[src/hdl/tgsp_cfg.svh]
// Register map, field positions and reset values of the transceiver pin port
`ifndef TGSP_CFG_SVH
`define TGSP_CFG_SVH

// Register word offsets
`define TGSP_ADDR_W 6
`define TGSP_ADDR_CTRL 6'h09
`define TGSP_ADDR_DIR 6'h0b
`define TGSP_ADDR_OUT 6'h0c
`define TGSP_ADDR_IN 6'h28

// Word width and pin count
`define TGSP_DATA_W 16
`define TGSP_PINS 7
`define TGSP_DRV_W 2

// Control word fields
`define TGSP_CTRL_ALT_BIT 6

// Direction word fields
`define TGSP_DIR_OEN_LSB 0
`define TGSP_DIR_IEN_LSB 7
`define TGSP_DIR_DRV_LSB 14

// Output word fields
`define TGSP_OUT_VAL_LSB 0
`define TGSP_OUT_DRV_LSB 8

// Input word fields
`define TGSP_IN_VAL_LSB 0

// Reset values
`define TGSP_RST_OEN 7'h00
`define TGSP_RST_IEN 7'h7f
`define TGSP_RST_VAL 7'h00
`define TGSP_RST_DRV 2'h0
`define TGSP_RST_WORD 16'h0000

// Pins taken over in status mode
`define TGSP_PIN_BUSY 0
`define TGSP_PIN_RESULT 1

`endif

[src/hdl/tgsp_pkg.sv]
// Types shared by the transceiver pin port files
`include "tgsp_cfg.svh"

package tgsp_pkg;

   // Register access from the transceiver's register port
   typedef struct packed {
      logic wr;
      logic rd;
      logic [`TGSP_ADDR_W-1:0] addr;
      logic [`TGSP_DATA_W-1:0] wdata;
   } tgsp_req_t;

   // Sequence status from the transceiver core
   typedef struct packed {
      logic active;
      logic is_rx;
      logic is_cca;
      logic crc_ok;
      logic cca_ok;
      logic error;
      logic sleep;
   } tgsp_seq_t;

   // Pin pad controls
   typedef struct packed {
      logic [`TGSP_PINS-1:0] level;
      logic [`TGSP_PINS-1:0] oe_n;
   } tgsp_pad_t;

   // Kind of the sequence in flight
   typedef enum logic [1:0] {
      TGSP_KIND_NONE,
      TGSP_KIND_RX,
      TGSP_KIND_CCA,
      TGSP_KIND_TX
   } tgsp_kind_t;

endpackage

[src/hdl/tgsp_status_ind.sv]
// Busy and result indicator logic for the two status pins
`timescale 1ns/1ps
`default_nettype none
`include "tgsp_cfg.svh"

module tgsp_status_ind (
   input wire logic clk,
   input wire logic rst,
   input wire logic soft_rst,
   input wire tgsp_pkg::tgsp_seq_t seq,
   output logic busy_q,
   output logic result_q
);

   // ==========================================
   // Sequence tracking
   tgsp_pkg::tgsp_kind_t kind_q;
   logic busy_d;
   logic fall;
   logic rise;

   assign busy_d = seq.active & ~seq.sleep;
   assign rise = busy_d & ~busy_q;
   assign fall = ~busy_d & busy_q;

   always_ff @(posedge clk or posedge rst) begin
      if (rst) begin
         busy_q <= 1'b0;
      end else if (soft_rst) begin
         busy_q <= 1'b0;
      end else begin
         busy_q <= busy_d;
      end
   end

   always_ff @(posedge clk or posedge rst) begin
      if (rst) begin
         kind_q <= tgsp_pkg::TGSP_KIND_NONE;
      end else if (soft_rst) begin
         kind_q <= tgsp_pkg::TGSP_KIND_NONE;
      end else if (rise) begin
         if (seq.is_rx) begin
            kind_q <= tgsp_pkg::TGSP_KIND_RX;
         end else if (seq.is_cca) begin
            kind_q <= tgsp_pkg::TGSP_KIND_CCA;
         end else begin
            kind_q <= tgsp_pkg::TGSP_KIND_TX;
         end
      end
   end

   // ==========================================
   // Result latch
   // Error ends give low, which the MCU must ignore anyway
   always_ff @(posedge clk or posedge rst) begin
      if (rst) begin
         result_q <= 1'b0;
      end else if (soft_rst) begin
         result_q <= 1'b0;
      end else if (rise) begin
         result_q <= 1'b0;
      end else if (fall) begin
         if (seq.error) begin
            result_q <= 1'b0;
         end else begin
            case (kind_q)
               tgsp_pkg::TGSP_KIND_RX: begin
                  result_q <= seq.crc_ok;
               end
               tgsp_pkg::TGSP_KIND_CCA: begin
                  result_q <= seq.cca_ok;
               end
               default: begin
                  result_q <= 1'b0;
               end
            endcase
         end
      end
   end

endmodule
`default_nettype wire

[src/hdl/tgsp_port.sv]
// Seven-pin general purpose port with status indicator mode
`timescale 1ns/1ps
`default_nettype none
`include "tgsp_cfg.svh"

// How it works
// - Seven pins, each independently input or output
// - Reset disables drivers, pins leave as inputs
// - Pins never raise an interrupt request
// - Outputs keep driving through sleep modes
// - Separate enables; inputs 1, outputs 0 after reset
// - Both enables set means input, driver off
// - Two 2-bit drive fields, 00 weakest
// - Output value bit sets driven level
// - Input register shows level of input pins
// - Status select turns pins one, two over
// - Pin one high during any sequence while awake
// - Pin one low while asleep
// - Falling pin one latches frame check result
// - Falling pin one latches assessment result
// - Error ends give no valid result
// - No programmable pull-ups on pins
module tgsp_port #(
   parameter int N_PINS = `TGSP_PINS
) (
   input wire logic clk,
   input wire logic rst,
   input wire logic soft_rst,
   input wire tgsp_pkg::tgsp_req_t req,
   output logic [`TGSP_DATA_W-1:0] rdata_q,
   output logic rvalid_q,
   input wire tgsp_pkg::tgsp_seq_t seq,
   input wire logic [N_PINS-1:0] pin_in,
   output tgsp_pkg::tgsp_pad_t pad_q,
   output logic [`TGSP_DRV_W-1:0] low_group_drive_strength_q,
   output logic [`TGSP_DRV_W-1:0] high_group_drive_strength_q,
   output logic irq_req_q
);

   // ==========================================
   // Helpers
   // Input enable overrides output enable
   function automatic logic [N_PINS-1:0] drive_mask(
      input logic [N_PINS-1:0] oen,
      input logic [N_PINS-1:0] ien
   );
      drive_mask = oen & ~ien;
   endfunction

   function automatic logic addr_hit(
      input logic [`TGSP_ADDR_W-1:0] addr,
      input logic [`TGSP_ADDR_W-1:0] target
   );
      addr_hit = (addr == target);
   endfunction

   // ==========================================
   // Field access
   // Variable base keeps one helper for every pin field
   function automatic logic [N_PINS-1:0] pin_field(
      input logic [`TGSP_DATA_W-1:0] word,
      input int lsb
   );
      pin_field = word[lsb +: N_PINS];
   endfunction

   // Drive field of a register word
   function automatic logic [`TGSP_DRV_W-1:0] drv_field(
      input logic [`TGSP_DATA_W-1:0] word,
      input int lsb
   );
      drv_field = word[lsb +: `TGSP_DRV_W];
   endfunction

   // Read packing; bits outside the field pass through
   function automatic logic [`TGSP_DATA_W-1:0] put_pins(
      input logic [`TGSP_DATA_W-1:0] word,
      input int lsb,
      input logic [N_PINS-1:0] bits
   );
      put_pins = word;
      put_pins[lsb +: N_PINS] = bits;
   endfunction

   // Drive field packing
   function automatic logic [`TGSP_DATA_W-1:0] put_drv(
      input logic [`TGSP_DATA_W-1:0] word,
      input int lsb,
      input logic [`TGSP_DRV_W-1:0] bits
   );
      put_drv = word;
      put_drv[lsb +: `TGSP_DRV_W] = bits;
   endfunction

   // ==========================================
   // Register state
   logic alt_en_q;
   logic [N_PINS-1:0] oen_q;
   logic [N_PINS-1:0] ien_q;
   logic [N_PINS-1:0] val_q;
   logic [N_PINS-1:0] level_q;
   logic wr_ctrl;
   logic wr_dir;
   logic wr_out;
   logic [`TGSP_DRV_W-1:0] low_drv_d;
   logic [`TGSP_DRV_W-1:0] high_drv_d;
   logic [N_PINS-1:0] oen_d;
   logic [N_PINS-1:0] ien_d;
   logic [N_PINS-1:0] val_d;

   assign wr_ctrl = req.wr & addr_hit(req.addr, `TGSP_ADDR_CTRL);
   assign wr_dir = req.wr & addr_hit(req.addr, `TGSP_ADDR_DIR);
   assign wr_out = req.wr & addr_hit(req.addr, `TGSP_ADDR_OUT);

   // ==========================================
   // Write data fields
   assign oen_d = pin_field(req.wdata, `TGSP_DIR_OEN_LSB);
   assign ien_d = pin_field(req.wdata, `TGSP_DIR_IEN_LSB);
   assign val_d = pin_field(req.wdata, `TGSP_OUT_VAL_LSB);
   assign low_drv_d = drv_field(req.wdata, `TGSP_DIR_DRV_LSB);
   assign high_drv_d = drv_field(req.wdata, `TGSP_OUT_DRV_LSB);

   // ==========================================
   // Control word
   // Only the status select bit is stored; the rest reads zero
   always_ff @(posedge clk or posedge rst) begin
      if (rst) begin
         alt_en_q <= 1'b0;
      end else if (soft_rst) begin
         alt_en_q <= 1'b0;
      end else if (wr_ctrl) begin
         alt_en_q <= req.wdata[`TGSP_CTRL_ALT_BIT];
      end
   end

   // ==========================================
   // Direction word
   // Enables kept as written; the input override is applied at the pad
   always_ff @(posedge clk or posedge rst) begin
      if (rst) begin
         oen_q <= `TGSP_RST_OEN;
      end else if (soft_rst) begin
         oen_q <= `TGSP_RST_OEN;
      end else if (wr_dir) begin
         oen_q <= oen_d;
      end
   end

   always_ff @(posedge clk or posedge rst) begin
      if (rst) begin
         ien_q <= `TGSP_RST_IEN;
      end else if (soft_rst) begin
         ien_q <= `TGSP_RST_IEN;
      end else if (wr_dir) begin
         ien_q <= ien_d;
      end
   end

   always_ff @(posedge clk or posedge rst) begin
      if (rst) begin
         low_group_drive_strength_q <= `TGSP_RST_DRV;
      end else if (soft_rst) begin
         low_group_drive_strength_q <= `TGSP_RST_DRV;
      end else if (wr_dir) begin
         low_group_drive_strength_q <= low_drv_d;
      end
   end

   // ==========================================
   // Output word
   // Bit seven is not stored and reads zero
   always_ff @(posedge clk or posedge rst) begin
      if (rst) begin
         val_q <= `TGSP_RST_VAL;
      end else if (soft_rst) begin
         val_q <= `TGSP_RST_VAL;
      end else if (wr_out) begin
         val_q <= val_d;
      end
   end

   always_ff @(posedge clk or posedge rst) begin
      if (rst) begin
         high_group_drive_strength_q <= `TGSP_RST_DRV;
      end else if (soft_rst) begin
         high_group_drive_strength_q <= `TGSP_RST_DRV;
      end else if (wr_out) begin
         high_group_drive_strength_q <= high_drv_d;
      end
   end

   // ==========================================
   // Input sampling
   // Pins are synchronous here; one flop gives a stable read value
   always_ff @(posedge clk or posedge rst) begin
      if (rst) begin
         level_q <= `TGSP_RST_VAL;
      end else if (soft_rst) begin
         level_q <= `TGSP_RST_VAL;
      end else begin
         level_q <= pin_in;
      end
   end

   // ==========================================
   // Status indicators
   logic busy_q;
   logic result_q;

   tgsp_status_ind u_status (
      .clk(clk),
      .rst(rst),
      .soft_rst(soft_rst),
      .seq(seq),
      .busy_q(busy_q),
      .result_q(result_q)
   );

   // ==========================================
   // Pad drive
   logic [N_PINS-1:0] drive;
   logic [N_PINS-1:0] level_d;

   // Sleep is not looked at here, so drivers stay on through it
   assign drive = drive_mask(oen_q, ien_q);

   always_comb begin
      level_d = val_q;
      if (alt_en_q) begin
         level_d[`TGSP_PIN_BUSY] = busy_q;
         level_d[`TGSP_PIN_RESULT] = result_q;
      end
   end

   // Status pins only reach the pad if software made them outputs
   // Level and enable live in their own registers, one concern each
   logic [N_PINS-1:0] pad_level_q;
   logic [N_PINS-1:0] pad_oe_n_q;

   always_ff @(posedge clk or posedge rst) begin
      if (rst) begin
         pad_level_q <= `TGSP_RST_VAL;
      end else if (soft_rst) begin
         pad_level_q <= `TGSP_RST_VAL;
      end else begin
         pad_level_q <= level_d;
      end
   end

   always_ff @(posedge clk or posedge rst) begin
      if (rst) begin
         pad_oe_n_q <= ~`TGSP_RST_OEN;
      end else if (soft_rst) begin
         pad_oe_n_q <= ~`TGSP_RST_OEN;
      end else begin
         pad_oe_n_q <= ~drive;
      end
   end

   assign pad_q = '{level: pad_level_q, oe_n: pad_oe_n_q};

   // No pull-up control exists in any register

   // ==========================================
   // Interrupt request
   // The port has no event source, so the request stays low
   always_ff @(posedge clk or posedge rst) begin
      if (rst) begin
         irq_req_q <= 1'b0;
      end else if (soft_rst) begin
         irq_req_q <= 1'b0;
      end else begin
         irq_req_q <= 1'b0;
      end
   end

   // ==========================================
   // Register read
   // Address decoded combinationally, data registered on the read strobe
   logic [`TGSP_DATA_W-1:0] rd_word;
   logic [N_PINS-1:0] in_mode;
   logic [N_PINS-1:0] in_level;

   // Pins not in input mode read zero
   // Driven pins would only echo the port's own level
   assign in_mode = ~drive_mask(oen_q, ien_q);
   assign in_level = level_q & in_mode;

   always_comb begin
      rd_word = `TGSP_RST_WORD;
      case (req.addr)
         `TGSP_ADDR_CTRL: begin
            rd_word[`TGSP_CTRL_ALT_BIT] = alt_en_q;
         end
         `TGSP_ADDR_DIR: begin
            rd_word = put_pins(rd_word, `TGSP_DIR_OEN_LSB, oen_q);
            rd_word = put_pins(rd_word, `TGSP_DIR_IEN_LSB, ien_q);
            rd_word = put_drv(rd_word, `TGSP_DIR_DRV_LSB, low_group_drive_strength_q);
         end
         `TGSP_ADDR_OUT: begin
            rd_word = put_pins(rd_word, `TGSP_OUT_VAL_LSB, val_q);
            rd_word = put_drv(rd_word, `TGSP_OUT_DRV_LSB, high_group_drive_strength_q);
         end
         `TGSP_ADDR_IN: begin
            rd_word = put_pins(rd_word, `TGSP_IN_VAL_LSB, in_level);
         end
         default: begin
            rd_word = `TGSP_RST_WORD;
         end
      endcase
   end

   // Strobe echoed one cycle on, whatever the address
   always_ff @(posedge clk or posedge rst) begin
      if (rst) begin
         rvalid_q <= 1'b0;
      end else if (soft_rst) begin
         rvalid_q <= 1'b0;
      end else begin
         rvalid_q <= req.rd;
      end
   end

   // ==========================================
   // Read data
   // Data holds until the next read strobe
   always_ff @(posedge clk or posedge rst) begin
      if (rst) begin
         rdata_q <= `TGSP_RST_WORD;
      end else if (soft_rst) begin
         rdata_q <= `TGSP_RST_WORD;
      end else if (req.rd) begin
         rdata_q <= rd_word;
      end
   end

endmodule
`default_nettype wire

[config.mk]
export PLATFORM = sky130hd
export DESIGN_NAME = tgsp_port
export DESIGN_NICKNAME = d
export VERILOG_FILES = /design/src/hdl/tgsp_pkg.sv /design/src/hdl/tgsp_status_ind.sv /design/src/hdl/tgsp_port.sv
export VERILOG_INCLUDE_DIRS = /design/src /design/src/hdl
export SDC_FILE = /design/constraint.sdc
export NUM_CORES = 1
export LEC_CHECK = 0
export BUFFER_PORTS_ARGS = -buffer_cell sky130_fd_sc_hd__buf_2
export CORE_MARGIN = 2
export CORE_UTILIZATION = 25
export DETAILED_ROUTE_END_ITERATION = 10
export PLACE_DENSITY_LB_ADDON = 0.3
export SKIP_LAST_GASP = 1
export SYNTH_ARGS = -nofsm -noshare
export SYNTH_HDL_FRONTEND = slang
export SYNTH_HIERARCHICAL = 1
export SYNTH_SLANG_ARGS = --single-unit
export TNS_END_PERCENT = 10
[constraint.sdc]
create_clock -name clk -period 1.6 [get_ports clk]
set_clock_uncertainty 0.15 [all_clocks]
set_input_delay 0 -clock clk [delete_from_list [all_inputs] [get_ports clk]]
set_output_delay 0 -clock clk [all_outputs]
set_load 0.01 [all_outputs]
==> impl_results.md <==
* Most frequent CP cell: dlygate4sd3_1
* Startpoint type of the worst setup path: input port
* Int Pwr at 3.30 mW
* DR WL/cell at 14.8 um
* Multiplexer share of the synthesized area at 1.40%
* Worst ir drop on vdd at 0.390 mV
* Via count at 2498
* FMAX at 0.664 GHz
* Area post-placement at 3530 um2
* GR Util met3 at 3.70%
* Antenna Cells at 0
* Setup crit end kind: flop
* CTS Root Cell: clkbuf_16
* Post-Synth Adder-Cell Area at 0.847%
* GR Util met2 at 21.2%
* Min-Delay Path Class: in -> reg
* Compound-Gate Fraction of Synth Area at 13.3%
* Gpl congestion at 0.777
* Most common cell after layout, fill and taps aside: buf_2
* Slowest cell delay on critical path at 0.58 ns
* Leakage Power at 1.92 nW
* Syn Std Cell Area at 2960 um2
* Run status: finished, final reports clean
* Drt drc at 0
* CP bufs+invs at 3
* Gr ovfl total at 0
* Flop-to-flop setup slack at 0.18 ns
* EDFF count, synth at 0
* Net Sw Frac at 21.7%
* Layout area overhead at 44.1%
* Minimum clock period at 1.51 ns
* Share of post-route cells with drive strength above 1 at 32.0%
* GR Util All Layers at 13.3%
* Largest family of logic cells by synthesized area: simple AND/OR/NAND/NOR gates
* Comb power frac at 7.2%
* Post-synthesis sequential area ratio at 58.2%
* # H-tree levels at 3
* Synth Area in XOR/XNOR at 0.296%
* Initial antenna violation count at 0
* CTS Sinks at 68
* Critical path fanouts, max at 3
* Top_reg_cell synth: dfrtp_1
* Setup repair bufs after CTS at 0
* Post-synthesis simple-gate area fraction at 21.1%
* Net Count, Synth at 317
* Async SR Flop Fraction at 100%
* Fin area at 4260 um2
* Die Height at 113 um
* Die width at 113 um
* CTS tree: yes
* Fin crit share at 94.1%
* WHS at 0.00744 ns
* Dpl hpwl at 5510 um
* Net Sw Power at 913 uW
* Synth warn at 6
* CTS clk-pin slew, worst paths at 0.06 ns
* Placeable Area at 11500 um2
* Crit path max-delay family: buffers and inverters
* Fill count at 1171
* Slowest CP cell: dlygate4sd3_1
* Clk network pwr share at 51.1%
* Routed Wire Length at 8010 um
* Finish-stage setup viols at 0
* Largest net degree at the start of global routing at 65
* PortBufs at 75
* Seq pwr share at 41.7%
* Row cnt at 39
* Met1 usage at 17.8%
* Die area at 12700 um2
* Synth cell types at 41
* CTS Buf Count at 9
* Final #Nets at 438
* Power Dens Cells at 990 nW/um2
* Placed cells at 488
* CP arrival at 1.59 ns
* Final hold vios at 0
* WS Path Type: in -> reg
* Worst-path cell chain: dlygate4sd3_1 > buf_2 > nand2b_1 > dlygate4sd3_1 > and2_1 > o41ai_2
* Commonest non-fill, non-tap cells in the layout: 75 x buf_2, 54 x dfrtp_1, 39 x dlygate4sd3_1
* Non-filler cells, final at 543
* Max-slew violation count at 0
* First-pass GRT wire length at 13200 um
* Setup TNS at 0 ns
* Unrepaired setup endpoints after global routing: no
* Synth Register Bits at 68
* Num ports at 77
* Clock Latency Late Sink at 0.33 ns
* WP data required at 1.68 ns
* Starting density of the core at 25.8%
* Vias per cell at 4.60
* Drt pass-1 iters at 4
* Iter 0 DRT Violations at 149
* Vias in the first global route at 2521
* CTS Buffer Depth at 2
* Post-DRT Antenna Nets at 0
* MaxCap Viol Count at 0
* Mapped Avg Cell Area at 10.8 um2
* GRT Max-Usage Layer: met2
* Synthesized instance count at 274
==> cell usage after synthesis (2+ instances only) <==
cell | count | share of area, %
mux2i_1 | 3 | 1.0
a22o_1 | 9 | 2.7
nor2_1 | 18 | 2.3
or2_1 | 7 | 1.5
buf_1 | 2 | 0.25
dfstp_2 | 14 | 12
a21oi_1 | 18 | 3.0
dfrtp_1 | 54 | 46
a311oi_1 | 2 | 0.59
buf_2 | 4 | 0.68
ha_1 | 2 | 0.85
nand2_1 | 33 | 4.2
buf_4 | 3 | 0.76
clkbuf_1 | 6 | 0.76
nand2b_1 | 8 | 1.7
inv_1 | 6 | 0.76
nor3_1 | 14 | 2.4
buf_6 | 4 | 1.5
a211oi_2 | 2 | 0.85
a22oi_1 | 8 | 2.0
a32oi_1 | 7 | 2.1
and3_1 | 2 | 0.42
a21boi_1 | 5 | 1.3
nand3_1 | 12 | 2.0
nor2b_1 | 15 | 3.2
==> worst min-delay path: stages <==
cell and delay [ns]:
buf_2 0.16, nand4b_1 0.14, mux2i_1 0.07, nor2_1 0.08
==> power by group through the flow <==
stage	logic (mW)	registers, mW	clock network [mW]
after global routing	0.337	1.76	2.28
after floorplan	0.113	1.79	0
after global placement	0.232	1.79	0
final	0.303	1.76	2.15
after detailed placement	0.233	1.79	0
after CTS	0.308	1.76	2.20
==> area by class of cell <==
| type | count | area, um2 | area share, % |
|---|---|---|---|
| sequential | 68 | 1720 | 40.4 |
| timing repair buffer | 129 | 903 | 21.2 |
| clock inverter | 6 | 87.6 | 2.06 |
| clock buffer | 10 | 239 | 5.61 |
| inverter | 6 | 26.3 | 0.617 |
| tap | 143 | 179 | 4.20 |
| multi-input combinational | 181 | 1100 | 25.9 |
==> kinds of logic after synthesis <==
kind of cell / count (synthesis)
adder cells (fa/ha/maj): 2
AND/OR/NAND/NOR: 119
other: 1
XOR/XNOR: 1
multiplexers: 4
AO/OA/AOI/OAI: 54
buffers and inverters: 25
flip-flops: 68
==> metrics by stage <==
| stage | setup WS (ns) | util, % | power [mW] |
|---|---|---|---|
| 6_report | 0.0939 | 37.1 | 4.21 |
| 5_1_grt | 0.0222 | 37.1 | 4.37 |
| 4_1_cts | 0.0393 | 37.1 | 4.26 |
| 3_5_place_dp | 0.0962 | 30.8 | 2.02 |
| 3_3_place_gp | 0.173 | 30.8 | 2.02 |
| 2_1_floorplan | 0.268 | - | 1.90 |
==> state kept, by name, summed over array words and instances (netlist names) <==
name and count:
u_status/kind_q 2, u_status/result_q 1, rdata_q 16, ien_q 7, oen_q 7, u_status/busy_q 1
alt_en_q 1, val_q 7, low_group_drive_strength_q 2, level_q 7, rvalid_q 1, pad_oe_n_q 7
pad_level_q 7, high_group_drive_strength_q 2
==> what timing repair did <==
| action | CTS | global route |
|---|---|---|
| endpoints found under the setup margin | 0 | 1 |
| endpoints found under the hold margin | 110 | 0 |
| hold buffers | 39 | 0 |
| resized for setup | 0 | 1 |
==> path summary, 6_finish.rpt <==
path                       cells after the start                           start                       endpoint
setup / recovery                               6                          seq[6]  u_status/result_q$_DFFE_PP0P_
max in group asynchronous                      4                             rst      u_status/busy_q$_DFF_PP0_
hold reg to reg                                1         rdata_q[11]$_DFFE_PP0P_        rdata_q[11]$_DFFE_PP0P_
hold / removal                                 4                         req[17]           alt_en_q$_DFFE_PP0P_
setup reg to reg                               5  u_status/kind_q[0]$_DFFE_PP0P_  u_status/result_q$_DFFE_PP0P_
min in group asynchronous                      4                             rst           level_q[1]$_DFF_PP0_
==> routing by layer <==
metal	vias up	routed length [um]
li1	1201	-
met1	1222	3820
met2	66	3680
met3	9	424
met4	0	92
met5	-	0
No activity file was read; power rests on OpenSTA's default activity.
